### config.mk
export PLATFORM = sky130hd
export DESIGN_NAME = sas_sequencer
export DESIGN_NICKNAME = d
export VERILOG_FILES = /design/src/common/sas_pkg.sv /design/src/hdl/sas_tick_gen.sv /design/src/hdl/sas_sequencer.sv
export SDC_FILE = /design/constraint.sdc
export NUM_CORES = 1
export LEC_CHECK = 0
export ABC_AREA = 1
export BUFFER_PORTS_ARGS = -buffer_cell sky130_fd_sc_hd__buf_2
export CORE_MARGIN = 2
export CORE_UTILIZATION = 48
export CTS_BUF_LIST = sky130_fd_sc_hd__clkbuf_16
export CTS_CLUSTER_SIZE = 14
export DETAILED_ROUTE_END_ITERATION = 8
export PLACE_DENSITY = 0.7
export SLEW_MARGIN = 40
export SYNTH_ARGS = -nofsm -noshare
export SYNTH_HDL_FRONTEND = slang
export SYNTH_SLANG_ARGS = --single-unit
### constraint.sdc
create_clock -name CLK_SYS_IN -period 2.62 [get_ports CLK_SYS_IN]
set_input_delay 0.262 -clock CLK_SYS_IN [delete_from_list [all_inputs] [get_ports CLK_SYS_IN]]
set_output_delay 0.262 -clock CLK_SYS_IN [all_outputs]
set_load 0.005 [all_outputs]
### src/common/sas_pkg.sv
package sas_pkg;
    localparam int RES_W = 10;
    localparam int CHAN_W = 3;
    localparam int CONV_PERIODS = 11;
    localparam int ABORT_PERIODS = 2;
    localparam int CNT_W = 4;
    localparam int DIV_W = 6;
    localparam logic [2:0] CCS_DIV2 = 3'h0;
    localparam logic [2:0] CCS_DIV4 = 3'h4;
    localparam logic [2:0] CCS_DIV8 = 3'h1;
    localparam logic [2:0] CCS_DIV16 = 3'h5;
    localparam logic [2:0] CCS_DIV32 = 3'h2;
    localparam logic [2:0] CCS_DIV64 = 3'h6;
    localparam logic [1:0] CCS_RC_LOW = 2'h3;
    localparam logic [5:0] DIV2_TERM = 6'h00;
    localparam logic [5:0] DIV4_TERM = 6'h01;
    localparam logic [5:0] DIV8_TERM = 6'h03;
    localparam logic [5:0] DIV16_TERM = 6'h07;
    localparam logic [5:0] DIV32_TERM = 6'h0f;
    localparam logic [5:0] DIV64_TERM = 6'h1f;

    typedef enum logic [1:0] {
        ST_IDLE = 2'b00,
        ST_CONV = 2'b01,
        ST_HOLD = 2'b10
    } sas_state_e;

    typedef struct packed {
        logic converter_on;
        logic go;
        logic go_clear;
        logic [CHAN_W-1:0] channel_select;
        logic ref_select;
        logic result_justify;
        logic [2:0] conv_clock_select;
    } sas_ctrl_s;

    typedef struct packed {
        logic [7:0] result_high;
        logic [7:0] result_low;
    } sas_result_s;
endpackage

### src/hdl/sas_tick_gen.sv
`timescale 1ns/1ps
`default_nettype none
// One system-clock pulse per conversion-clock period
module sas_tick_gen
(
    input wire logic clk,
    input wire logic rst_n,
    input wire logic run,
    input wire logic [2:0] sel,
    input wire logic rc_tick,
    output logic tick
);
    logic [sas_pkg::DIV_W-1:0] cnt_q;
    logic [sas_pkg::DIV_W-1:0] term;

    always_comb
    begin
        unique case (sel)
            sas_pkg::CCS_DIV2: term = sas_pkg::DIV2_TERM;
            sas_pkg::CCS_DIV4: term = sas_pkg::DIV4_TERM;
            sas_pkg::CCS_DIV8: term = sas_pkg::DIV8_TERM;
            sas_pkg::CCS_DIV16: term = sas_pkg::DIV16_TERM;
            sas_pkg::CCS_DIV32: term = sas_pkg::DIV32_TERM;
            sas_pkg::CCS_DIV64: term = sas_pkg::DIV64_TERM;
            default: term = sas_pkg::DIV2_TERM;
        endcase
    end

    // Divided sources track the system clock; RC ticks do not
    always_ff @(posedge clk)
    begin
        if (!rst_n || !run)
            cnt_q <= '0;
        else if (cnt_q >= term)
            cnt_q <= '0;
        else
            cnt_q <= cnt_q + 1'b1;
    end

    assign tick = (sel[1:0] == sas_pkg::CCS_RC_LOW) ? rc_tick
                                                    : (run && cnt_q >= term);
endmodule // sas_tick_gen
`default_nettype wire

### src/hdl/sas_sequencer.sv
`timescale 1ns/1ps
`default_nettype none
module sas_sequencer
(
    // Clock and reset
    input wire logic CLK_SYS_IN,
    input wire logic RESET_N_IN,
    // Software control
    input wire sas_pkg::sas_ctrl_s CTRL_IN,
    input wire logic FLAG_CLEAR_IN,
    input wire logic IRQ_ENABLE_IN,
    input wire logic GLOBAL_IRQ_ENABLE_IN,
    input wire logic SLEEPING_IN,
    // Analog front end
    input wire logic RC_TICK_IN,
    input wire logic COMPARATOR_IN,
    output logic [sas_pkg::CHAN_W-1:0] CHANNEL_SELECT_OUT,
    output logic REF_SELECT_OUT,
    output logic SAMPLE_HOLD_OUT,
    output logic [sas_pkg::RES_W-1:0] DAC_CODE_OUT,
    // Status and results
    output logic GO_BUSY_OUT,
    output logic CONV_DONE_FLAG_OUT,
    output logic PERIPH_IRQ_OUT,
    output logic WAKE_OUT,
    output logic BRANCH_ISR_OUT,
    output sas_pkg::sas_result_s RESULT_OUT
);
    sas_pkg::sas_state_e state_q;
    logic [sas_pkg::CNT_W-1:0] period_q;
    logic [sas_pkg::RES_W-1:0] sar_q;
    logic [sas_pkg::RES_W-1:0] trial_q;
    logic [2:0] rc_sync_q;
    logic rc_tick;
    logic tick;
    logic finish;
    logic wake_d;

    // Internal RC arrives from another domain: count a rising change
    // only once the second and third stage agree
    always_ff @(posedge CLK_SYS_IN)
    begin
        if (!RESET_N_IN)
            rc_sync_q <= '0;
        else
            rc_sync_q <= {rc_sync_q[1:0], RC_TICK_IN};
    end

    logic rc_seen_q;
    always_ff @(posedge CLK_SYS_IN)
    begin
        if (!RESET_N_IN)
            rc_seen_q <= 1'b0;
        else if (rc_sync_q[2] == rc_sync_q[1])
            rc_seen_q <= rc_sync_q[2];
    end
    assign rc_tick = (rc_sync_q[2] == rc_sync_q[1]) && rc_sync_q[2]
                     && !rc_seen_q;

    sas_tick_gen u_tick
    (
        .clk(CLK_SYS_IN),
        .rst_n(RESET_N_IN),
        .run(state_q != sas_pkg::ST_IDLE),
        .sel(CTRL_IN.conv_clock_select),
        .rc_tick(rc_tick),
        .tick(tick)
    );

    assign finish = (state_q == sas_pkg::ST_CONV) && tick
        && (period_q == sas_pkg::CNT_W'(sas_pkg::CONV_PERIODS - 1));

    // Sequencer: idle, converting, and post-abort hold
    always_ff @(posedge CLK_SYS_IN)
    begin
        if (!RESET_N_IN)
            state_q <= sas_pkg::ST_IDLE;
        else
        begin
            unique case (state_q)
                sas_pkg::ST_IDLE:
                    if (CTRL_IN.converter_on && CTRL_IN.go)
                        state_q <= sas_pkg::ST_CONV;
                sas_pkg::ST_CONV:
                    if (!CTRL_IN.converter_on)
                        state_q <= sas_pkg::ST_IDLE;
                    else if (CTRL_IN.go_clear)
                        state_q <= sas_pkg::ST_HOLD;
                    else if (finish)
                        state_q <= sas_pkg::ST_IDLE;
                sas_pkg::ST_HOLD:
                    if (tick && period_q ==
                        sas_pkg::CNT_W'(sas_pkg::ABORT_PERIODS - 1))
                        state_q <= sas_pkg::ST_IDLE;
                default:
                    state_q <= sas_pkg::ST_IDLE;
            endcase
        end
    end

    always_ff @(posedge CLK_SYS_IN)
    begin
        if (!RESET_N_IN)
            period_q <= '0;
        else if (state_q == sas_pkg::ST_IDLE || finish
                 || (state_q == sas_pkg::ST_CONV && CTRL_IN.go_clear))
            period_q <= '0;
        else if (tick)
            period_q <= period_q + 1'b1;
    end

    logic [sas_pkg::RES_W-1:0] sar_d;
    logic [sas_pkg::RES_W-1:0] trial_d;

    // Successive approximation, MSB first after the first period
    always_comb
    begin
        sar_d = sar_q;
        trial_d = trial_q;
        if (state_q != sas_pkg::ST_CONV)
        begin
            sar_d = '0;
            trial_d = '0;
        end
        else if (tick && period_q == '0)
            trial_d = {1'b1, {(sas_pkg::RES_W-1){1'b0}}};
        else if (tick)
        begin
            if (COMPARATOR_IN)
                sar_d = sar_q | trial_q;
            trial_d = trial_q >> 1;
        end
    end

    // Trial code registered from next values, so the comparator sees
    // the current trial even when ticks come every cycle
    always_ff @(posedge CLK_SYS_IN)
    begin
        if (!RESET_N_IN)
        begin
            sar_q <= '0;
            trial_q <= '0;
            DAC_CODE_OUT <= '0;
        end
        else
        begin
            sar_q <= sar_d;
            trial_q <= trial_d;
            DAC_CODE_OUT <= sar_d | trial_d;
        end
    end

    // Result pair updates only on a completed conversion
    always_ff @(posedge CLK_SYS_IN)
    begin
        if (!RESET_N_IN)
            RESULT_OUT <= '0;
        else if (finish)
        begin
            if (CTRL_IN.result_justify)
                RESULT_OUT <= {6'h00, (COMPARATOR_IN ? sar_q | trial_q
                                                      : sar_q)};
            else
                RESULT_OUT <= {(COMPARATOR_IN ? sar_q | trial_q : sar_q),
                               6'h00};
        end
    end

    always_ff @(posedge CLK_SYS_IN)
    begin
        if (!RESET_N_IN)
            GO_BUSY_OUT <= 1'b0;
        else
            GO_BUSY_OUT <= (state_q == sas_pkg::ST_CONV) && !finish
                           && !CTRL_IN.go_clear && CTRL_IN.converter_on
                           || (state_q == sas_pkg::ST_IDLE && CTRL_IN.go
                               && CTRL_IN.converter_on);
    end

    // Set wins over a coincident software clear
    always_ff @(posedge CLK_SYS_IN)
    begin
        if (!RESET_N_IN)
            CONV_DONE_FLAG_OUT <= 1'b0;
        else if (finish)
            CONV_DONE_FLAG_OUT <= 1'b1;
        else if (FLAG_CLEAR_IN)
            CONV_DONE_FLAG_OUT <= 1'b0;
    end

    assign wake_d = (CONV_DONE_FLAG_OUT || finish) && IRQ_ENABLE_IN;

    always_ff @(posedge CLK_SYS_IN)
    begin
        if (!RESET_N_IN)
        begin
            PERIPH_IRQ_OUT <= 1'b0;
            WAKE_OUT <= 1'b0;
            BRANCH_ISR_OUT <= 1'b0;
        end
        else
        begin
            PERIPH_IRQ_OUT <= wake_d;
            WAKE_OUT <= wake_d && SLEEPING_IN;
            // Branch is flagged in the same cycle as the request and wake, only with the global enable
            BRANCH_ISR_OUT <= wake_d && GLOBAL_IRQ_ENABLE_IN;
        end
    end

    always_ff @(posedge CLK_SYS_IN)
    begin
        if (!RESET_N_IN)
        begin
            CHANNEL_SELECT_OUT <= '0;
            REF_SELECT_OUT <= 1'b0;
            SAMPLE_HOLD_OUT <= 1'b0;
        end
        else
        begin
            CHANNEL_SELECT_OUT <= CTRL_IN.channel_select;
            REF_SELECT_OUT <= CTRL_IN.ref_select;
            // Track while on and not converting; hold during conversion
            SAMPLE_HOLD_OUT <= CTRL_IN.converter_on
                               && state_q != sas_pkg::ST_CONV
                               && !(state_q == sas_pkg::ST_IDLE
                                    && CTRL_IN.go);
        end
    end
endmodule // sas_sequencer
`default_nettype wire

==> impl_metrics.csv, run 1 <==
group,metric,value,unit
grt,grt_pass1_vias,2393,
floorplanning,dieWidth,83.05,um
cells_and_area,antenna_diode_count,0,
timing,report.final.setup_viol,0,
synthesis,yosys_most_used_dff,"dfxtp_1",
clock_network,post-cts-setup-buffers,0,
timing,slew_headroom,0.7157,
worst_setup_path,worst-setup-path-type,"flop to flop",
floorplanning,floorplan.core_area,5991,sq um
place,portBuffers,54,
worst_setup_path,path_delay_family,"simple AND/OR/NAND/NOR gates",
timing,clock_skew,7.702,ps
synthesis,synth_area_leaders,"dfxtp_1 48%, nand2_1 15%, inv_1 8.1%",
timing,finalHoldViolations,0,
grt,grt_max_degree,21,
synthesis,synth-seq-area-share,0.4806,
synthesis,netlist.area_leader.share,0.4806,
floorplanning,die-area,6896,sq um
worst_setup_path,worst-r2r-setup-slack,620,ps
route,drt-total-wl,6.307,mm
worst_setup_path,critical_path.endpoint_type,"flop",
timing,min_period_over_period,0.7615,
grt,number_of_antenna_violations_at_the_first_check_in_global_routing,0,
clock_network,clkSlewWorstSetupHoldPaths,60,ps
synthesis,async_reset_ff_frac,0,
worst_setup_path,crit_buf_inv,2,
synthesis,post-synth-top-count-cell,"nand2_1",
place,pre_cts_ws,371.9,ps
place,post-dp-hpwl,4.471,mm
route,routed_via_density,4.818,
route,drc_errors,0,
cells_and_area,fillCellCount,560,
worst_setup_path,cp_slowest_cell,"dfxtp_1",
worst_setup_path,crit_arrival,2260,ps
worst_setup_path,timing.critical_path.required,2880,ps
clock_network,hold_buffers,0,
clock_network,clkLatencyLatePin,340,ps
route,drtAntennaViolNets,0,
synthesis,syn_inst,400,
clock_network,max-clock-path-buffers,2,
cells_and_area,utilization,0.6044,
power,vdd.ir_drop.worst,0.4528,mV
clock_network,cts.sink_count,72,
worst_setup_path,slowest_delay,380,ps
cells_and_area,area_growth_syn_to_layout,20.73,%
synthesis,synth_nets,430,
worst_setup_path,critPathLaunch,"u_tick.cnt_q[0]",
route,vias,2568,
grt,grt-ovfl-total,0,
route,drt_iter0_markers,123,
timing,rsz_0062_raised_after_global_routing,"no",
synthesis,area_of_the_mapped_netlist,2999,sq um
worst_setup_path,path_max_fanout,20,
worst_hold_path,min_path_type,"input pin to flop",
power,leakage,2.017,nW
floorplanning,floorplan.initialDensity,0.5006,
synthesis,synth_top_cells_by_count,"119 x nand2_1, 72 x dfxtp_1, 65 x inv_1",
place,placed_cells_incl_taps,517,
worst_setup_path,cp-start-kind,"flop",
synthesis,synth_largest_area_cell,"dfxtp_1",
power,power-per-cell-area,688.1,nW/um^2
synthesis,postSynthRegisterBits,72,
grt,grt_util_all_layers,0.1960,
synthesis,synth_edf_count,0,
timing,clock.fmax,0.5012,GHz
timing,final_critical_path_setup_slack,624.8,ps
synthesis,synthesis.yosys.warnings,0,
timing,post_route_hold_slack,108.1,ps
timing,final-max-slew-violation-count,0,
clock_network,cts_tree,"done",
clock_network,cts-root-buf,"clkbuf_16",
floorplanning,rows,28,
synthesis,synth.lib_cells_used.distinct,26,
floorplanning,die-height,83.05,um
flow_run,max-cap-violations,0,
synthesis,syn_avg_cell_area,7.498,sq um
cells_and_area,layout.cells.non_filler,533,
clock_network,cts-htree-levels,3,
cells_and_area,fraction_of_final_layout_cells_with_drive_strength_greater_than_1,0.1812,
cells_and_area,final_layout_net_count,483,
worst_hold_path,min-delay-start,"CTRL_IN[7]",
route,drtPass1Iterations,5,
route,final_routed_wire_length_divided_by_cell_count,11.83,um
timing,period_minus_slack,1995,ps
worst_setup_path,crit_top_cell,"nand2_1",
grt,global_route_wire_length_before_repair,10.90,mm
timing,setup_total_negative_slack,0,ps
place,final_gp_congestion,0.7909,
worst_setup_path,chain_of_cells_forming_the_critical_path,"inv_1 -> ha_1 -> inv_1 -> nand2_1 -> nand2_1 -> nand2_1 -> nand2_1 -> nand2_1 -> nand2_2 -> nand2_4 -> nand2_2 -> nand3_2 -> a21oi_1",
floorplanning,top_level_ports,55,
clock_network,tritoncts.num_buffers,9,
outcome,status,"finished, final reports clean",
timing,tightest_slew,426.0,ps
clock_network,number_of_resized_instances_in_the_post_cts_repair_step,0,
worst_setup_path,reg2reg_from,"u_tick.cnt_q[0]",
-- final timing paths --
kind | depth (start not counted) | end
hold reg to reg | 2 | rc_sync_q[1]
setup / recovery | 13 | period_q[3]
hold / removal | 3 | CHANNEL_SELECT_OUT[2]
setup reg to reg | 13 | period_q[3]
-- power breakdown --
group	internal (W)	total, W	switching [W]
combinational	0.0000300	0.0000841	0.0000541
clock	0.000834	0.00130	0.000466
sequential	0.00110	0.00111	0.00000355
total	0.00197	0.00249	0.000523
-- cell families after synthesis --
group                      after synthesis  synth area share
AOI/OAI and AO/OA                       37           0.06300
xor gates and xnor gates                 5           0.01460
adders and majority gates               11           0.04589
buffers and inverters                   82            0.1135
DFF                                     72            0.4806
and+or+nand+nor                        193            0.2824
-- layout make-up --
class,instances,area [sq um],area share
Timing Repair Buffer,58,300.3,0.08293
Tap cell,75,93.84,0.02592
Sequential cell,72,1441,0.3981
Clock buffer,9,225.2,0.06220
Clock inverter,7,95.09,0.02626
Multi-Input combinational cell,246,1217,0.3362
Inverter,66,247.7,0.06842
-- registers in the layout, summed over array words and instances, names as in the netlist --
name	cells
rc_sync_q	3
RESULT_OUT	16
u_tick.cnt_q	6
sar_q	10
BRANCH_ISR_OUT	1
period_q	4
trial_q	10
PERIPH_IRQ_OUT	1
CONV_DONE_FLAG_OUT	1
SAMPLE_HOLD_OUT	1
WAKE_OUT	1
rc_seen_q	1
DAC_CODE_OUT	10
REF_SELECT_OUT	1
CHANNEL_SELECT_OUT	3
GO_BUSY_OUT	1
state_q	2
-- through the flow --
| step | power, W | area [sq um] |
|---|---|---|
| after floorplan | 0.001182 | 2999 |
| after global placement | 0.001213 | 3301 |
| after detailed placement | 0.001215 | 3301 |
| after CTS | 0.002515 | 3621 |
| after global routing | 0.002576 | 3621 |
| final | 0.002492 | 3621 |
-- cell usage in the layout (no fill, tap or decap) --
master / instances
nand2_1: 119
dfxtp_1: 72
inv_1: 65
buf_2: 54
nand3_1: 31
a21oi_1: 30
nor2_1: 19
nand4_1: 12
ha_1: 11
clkbuf_16: 9
o21ai_0: 6
xor2_1: 4
buf_4: 4
nand2_2: 3
nand3_2: 2
nor3b_1: 2
clkinv_4: 2
bufinv_16: 2
or2_0: 1
a21oi_2: 1
nand2_4: 1
inv_2: 1
nor3_4: 1
xnor2_1: 1
or2_2: 1
nor3_1: 1
inv_6: 1
clkinv_2: 1
clkinv_1: 1
-- worst min-delay path: cells and delay by family --
family / cells / cell delay (ps)
simple gates: 1 / 40
buf+inv: 2 / 120
-- per-layer routing --
layer | part of all wire | vias to the layer above | routed length, um | track usage
met5 | 0 | - | 0 | 0
met4 | 0.023 | 0 | 146 | 0.1103
met3 | 0.059 | 12 | 371 | 0.04374
met2 | 0.44 | 80 | 2746 | 0.2896
met1 | 0.48 | 1127 | 3043 | 0.2645
li1 | - | 1349 | - | -
No activity file was read; power rests on OpenSTA's default activity.
==> run 2: changes to the inputs <==
==> constraint.sdc (replaced) <==
create_clock -name CLK_SYS_IN -period 2.1 [get_ports CLK_SYS_IN]
set_input_delay 0.21 -clock CLK_SYS_IN [delete_from_list [all_inputs] [get_ports CLK_SYS_IN]]
set_output_delay 0.21 -clock CLK_SYS_IN [all_outputs]
set_load 0.005 [all_outputs]
==> run 2 against run 1 <==
Cell area down 1.0%; sequential cell count unchanged; critical path depth grew 2; combinational power increased by 25%; count of clock-buffer cells in the layout unchanged; utilization shrank 0.63 points; clock skew fell by 1.1 ps; power grew 13%; fmax grew 7.7%; via count shrank 0.62%; register-to-register slack worse by 380 ps.
==> impl_metrics.csv, run 2 (same netlist as run 1, synthesis figures left out) <==
group,metric,value,unit
outcome,status,"finished, final reports clean",
power,vdd.ir_drop.worst,0.4735,mV
clock_network,cts_tree,"done",
grt,number_of_antenna_violations_at_the_first_check_in_global_routing,0,
timing,final-max-slew-violation-count,0,
grt,grt_util_all_layers,0.1867,
floorplanning,floorplan.initialDensity,0.5006,
grt,grt_pass1_vias,2245,
route,final_routed_wire_length_divided_by_cell_count,11.51,um
power,power,0.002817,W
grt,grt_max_degree,21,
clock_network,cts-root-buf,"clkbuf_16",
flow_run,max-cap-violations,0,
worst_setup_path,slowest_delay,370,ps
cells_and_area,layout.cells.non_filler,534,
floorplanning,die-area,6896,sq um
clock_network,clkLatencyLatePin,330,ps
timing,slew_headroom,0.7533,
timing,rsz_0062_raised_after_global_routing,"no",
floorplanning,dieWidth,83.05,um
worst_setup_path,cp-start-kind,"flop",
route,drtPass1Iterations,4,
timing,tightest_slew,369.7,ps
floorplanning,top_level_ports,55,
worst_setup_path,crit_top_cell,"nand2_1",
route,drt-total-wl,6.149,mm
floorplanning,floorplan.core_area,5991,sq um
clock_network,cts.sink_count,72,
clock_network,clkSlewWorstSetupHoldPaths,50,ps
worst_setup_path,worst-setup-path-type,"flop to flop",
place,portBuffers,54,
power,leakage,2.009,nW
cells_and_area,fraction_of_final_layout_cells_with_drive_strength_greater_than_1,0.1830,
timing,report.final.setup_viol,0,
cells_and_area,mostFrequentLayoutCells,"119 x nand2_1, 72 x dfxtp_1, 65 x inv_1, 54 x buf_2, 31 x nand3_1",
worst_setup_path,chain_of_cells_forming_the_critical_path,"inv_1 -> ha_1 -> inv_1 -> nand2_1 -> nand2_1 -> nand2_1 -> nand2_1 -> nand2_1 -> nand2_2 -> nand2_4 -> buf_4 -> nand3_1 -> nand2_1 -> nand2_1 -> nand2_1",
place,final_gp_congestion,0.8276,
clock_network,hold_buffers,0,
grt,grt-ovfl-total,0,
route,drtAntennaViolNets,0,
cells_and_area,area_growth_syn_to_layout,19.48,%
power,power-per-cell-area,786.2,nW/um^2
grt,global_route_wire_length_before_repair,10.43,mm
cells_and_area,layout_commonest_cell,"nand2_1",
clock_network,max-clock-path-buffers,2,
cells_and_area,max_flop_register,"RESULT_OUT",
clock_network,cts-htree-levels,3,
timing,clock.fmax,0.5396,GHz
timing,finalHoldViolations,0,
cells_and_area,fillCellCount,582,
worst_setup_path,crit_arrival,2070,ps
floorplanning,rows,28,
clock_network,tritoncts.num_buffers,9,
timing,clock_skew,6.615,ps
cells_and_area,final_layout_net_count,485,
place,post-dp-hpwl,4.511,mm
worst_setup_path,timing.critical_path.required,2320,ps
timing,period_minus_slack,1853,ps
route,drc_errors,0,
cells_and_area,antenna_diode_count,0,
place,placed_cells_incl_taps,519,
worst_setup_path,critical_path.endpoint_type,"flop",
worst_hold_path,min_path_type,"input pin to flop",
route,vias,2552,
cells_and_area,largest_register_ffs,16,
floorplanning,die-height,83.05,um
route,routed_via_density,4.779,
worst_setup_path,cp_slowest_cell,"dfxtp_1",
route,drt_iter0_markers,122,
timing,min_period_over_period,0.8826,
worst_setup_path,path_max_fanout,17,
## run 2: power by group
| part | internal [W] | switching [W] | total (W) |
|---|---|---|---|
| clock network | 0.000784 | 0.000546 | 0.00133 |
| registers | 0.00138 | 0.00000414 | 0.00138 |
| logic | 0.0000380 | 0.0000666 | 0.000105 |
## run 2: routing by layer
layer	share of wire	GRT usage	wire, um
met3	0.053	0.05765	323
met1	0.49	0.2522	3026
met2	0.45	0.2771	2745
met5	0	0	0
met4	0.0086	0.07750	53
## run 2: path summary, 6_finish.rpt
check                  startpoint         endpoint  slack (ps)  cells past startpoint
setup / recovery  u_tick.cnt_q[0]  DAC_CODE_OUT[3]         250                     15
hold / removal         CTRL_IN[4]   REF_SELECT_OUT          70                      3
hold reg to reg      rc_sync_q[0]     rc_sync_q[1]         420                      2
setup reg to reg  u_tick.cnt_q[0]  DAC_CODE_OUT[3]         250                     15
## run 2: area by class of cell
type | instances | area [sq um] | share of cell area
Tap cell | 75 | 93.84 | 0.02619
Sequential cell | 72 | 1441 | 0.4022
Timing Repair Buffer | 60 | 315.3 | 0.08799
Clock buffer | 9 | 225.2 | 0.06285
Inverter | 66 | 247.7 | 0.06913
Multi-Input combinational cell | 246 | 1222 | 0.3411
Clock inverter | 6 | 37.54 | 0.01047
## run 2: metrics by stage
step           area, sq um  setup slack, ps  setup TNS (ps)  hold slack (ps)    util
2_1_floorplan         2999            413.5               0            302.8       -
3_3_place_gp          3316            51.53               0            399.0  0.5535
3_5_place_dp          3316           -75.61          -458.6            399.2  0.5535
4_1_cts               3578            133.7               0            57.76  0.5973
5_1_grt               3583            18.90               0            77.85  0.5982
6_report              3583            246.6               0            66.92  0.5982
## run 2: what timing repair did
action / 4_1_cts / 5_1_grt
setup endpoints to repair: 0 / 10
gates resized for setup: 0 / 1
setup buffers: 0 / 0
## run 2: critical path, delay by kind of cell (launching register included)
| family | cells | cell delay [ps] |
|---|---|---|
| flip-flops | 1 | 370 |
| adder cells (fa/ha/maj) | 1 | 290 |
| AND/OR/NAND/NOR | 11 | 720 |
| buffers and inverters | 3 | 340 |
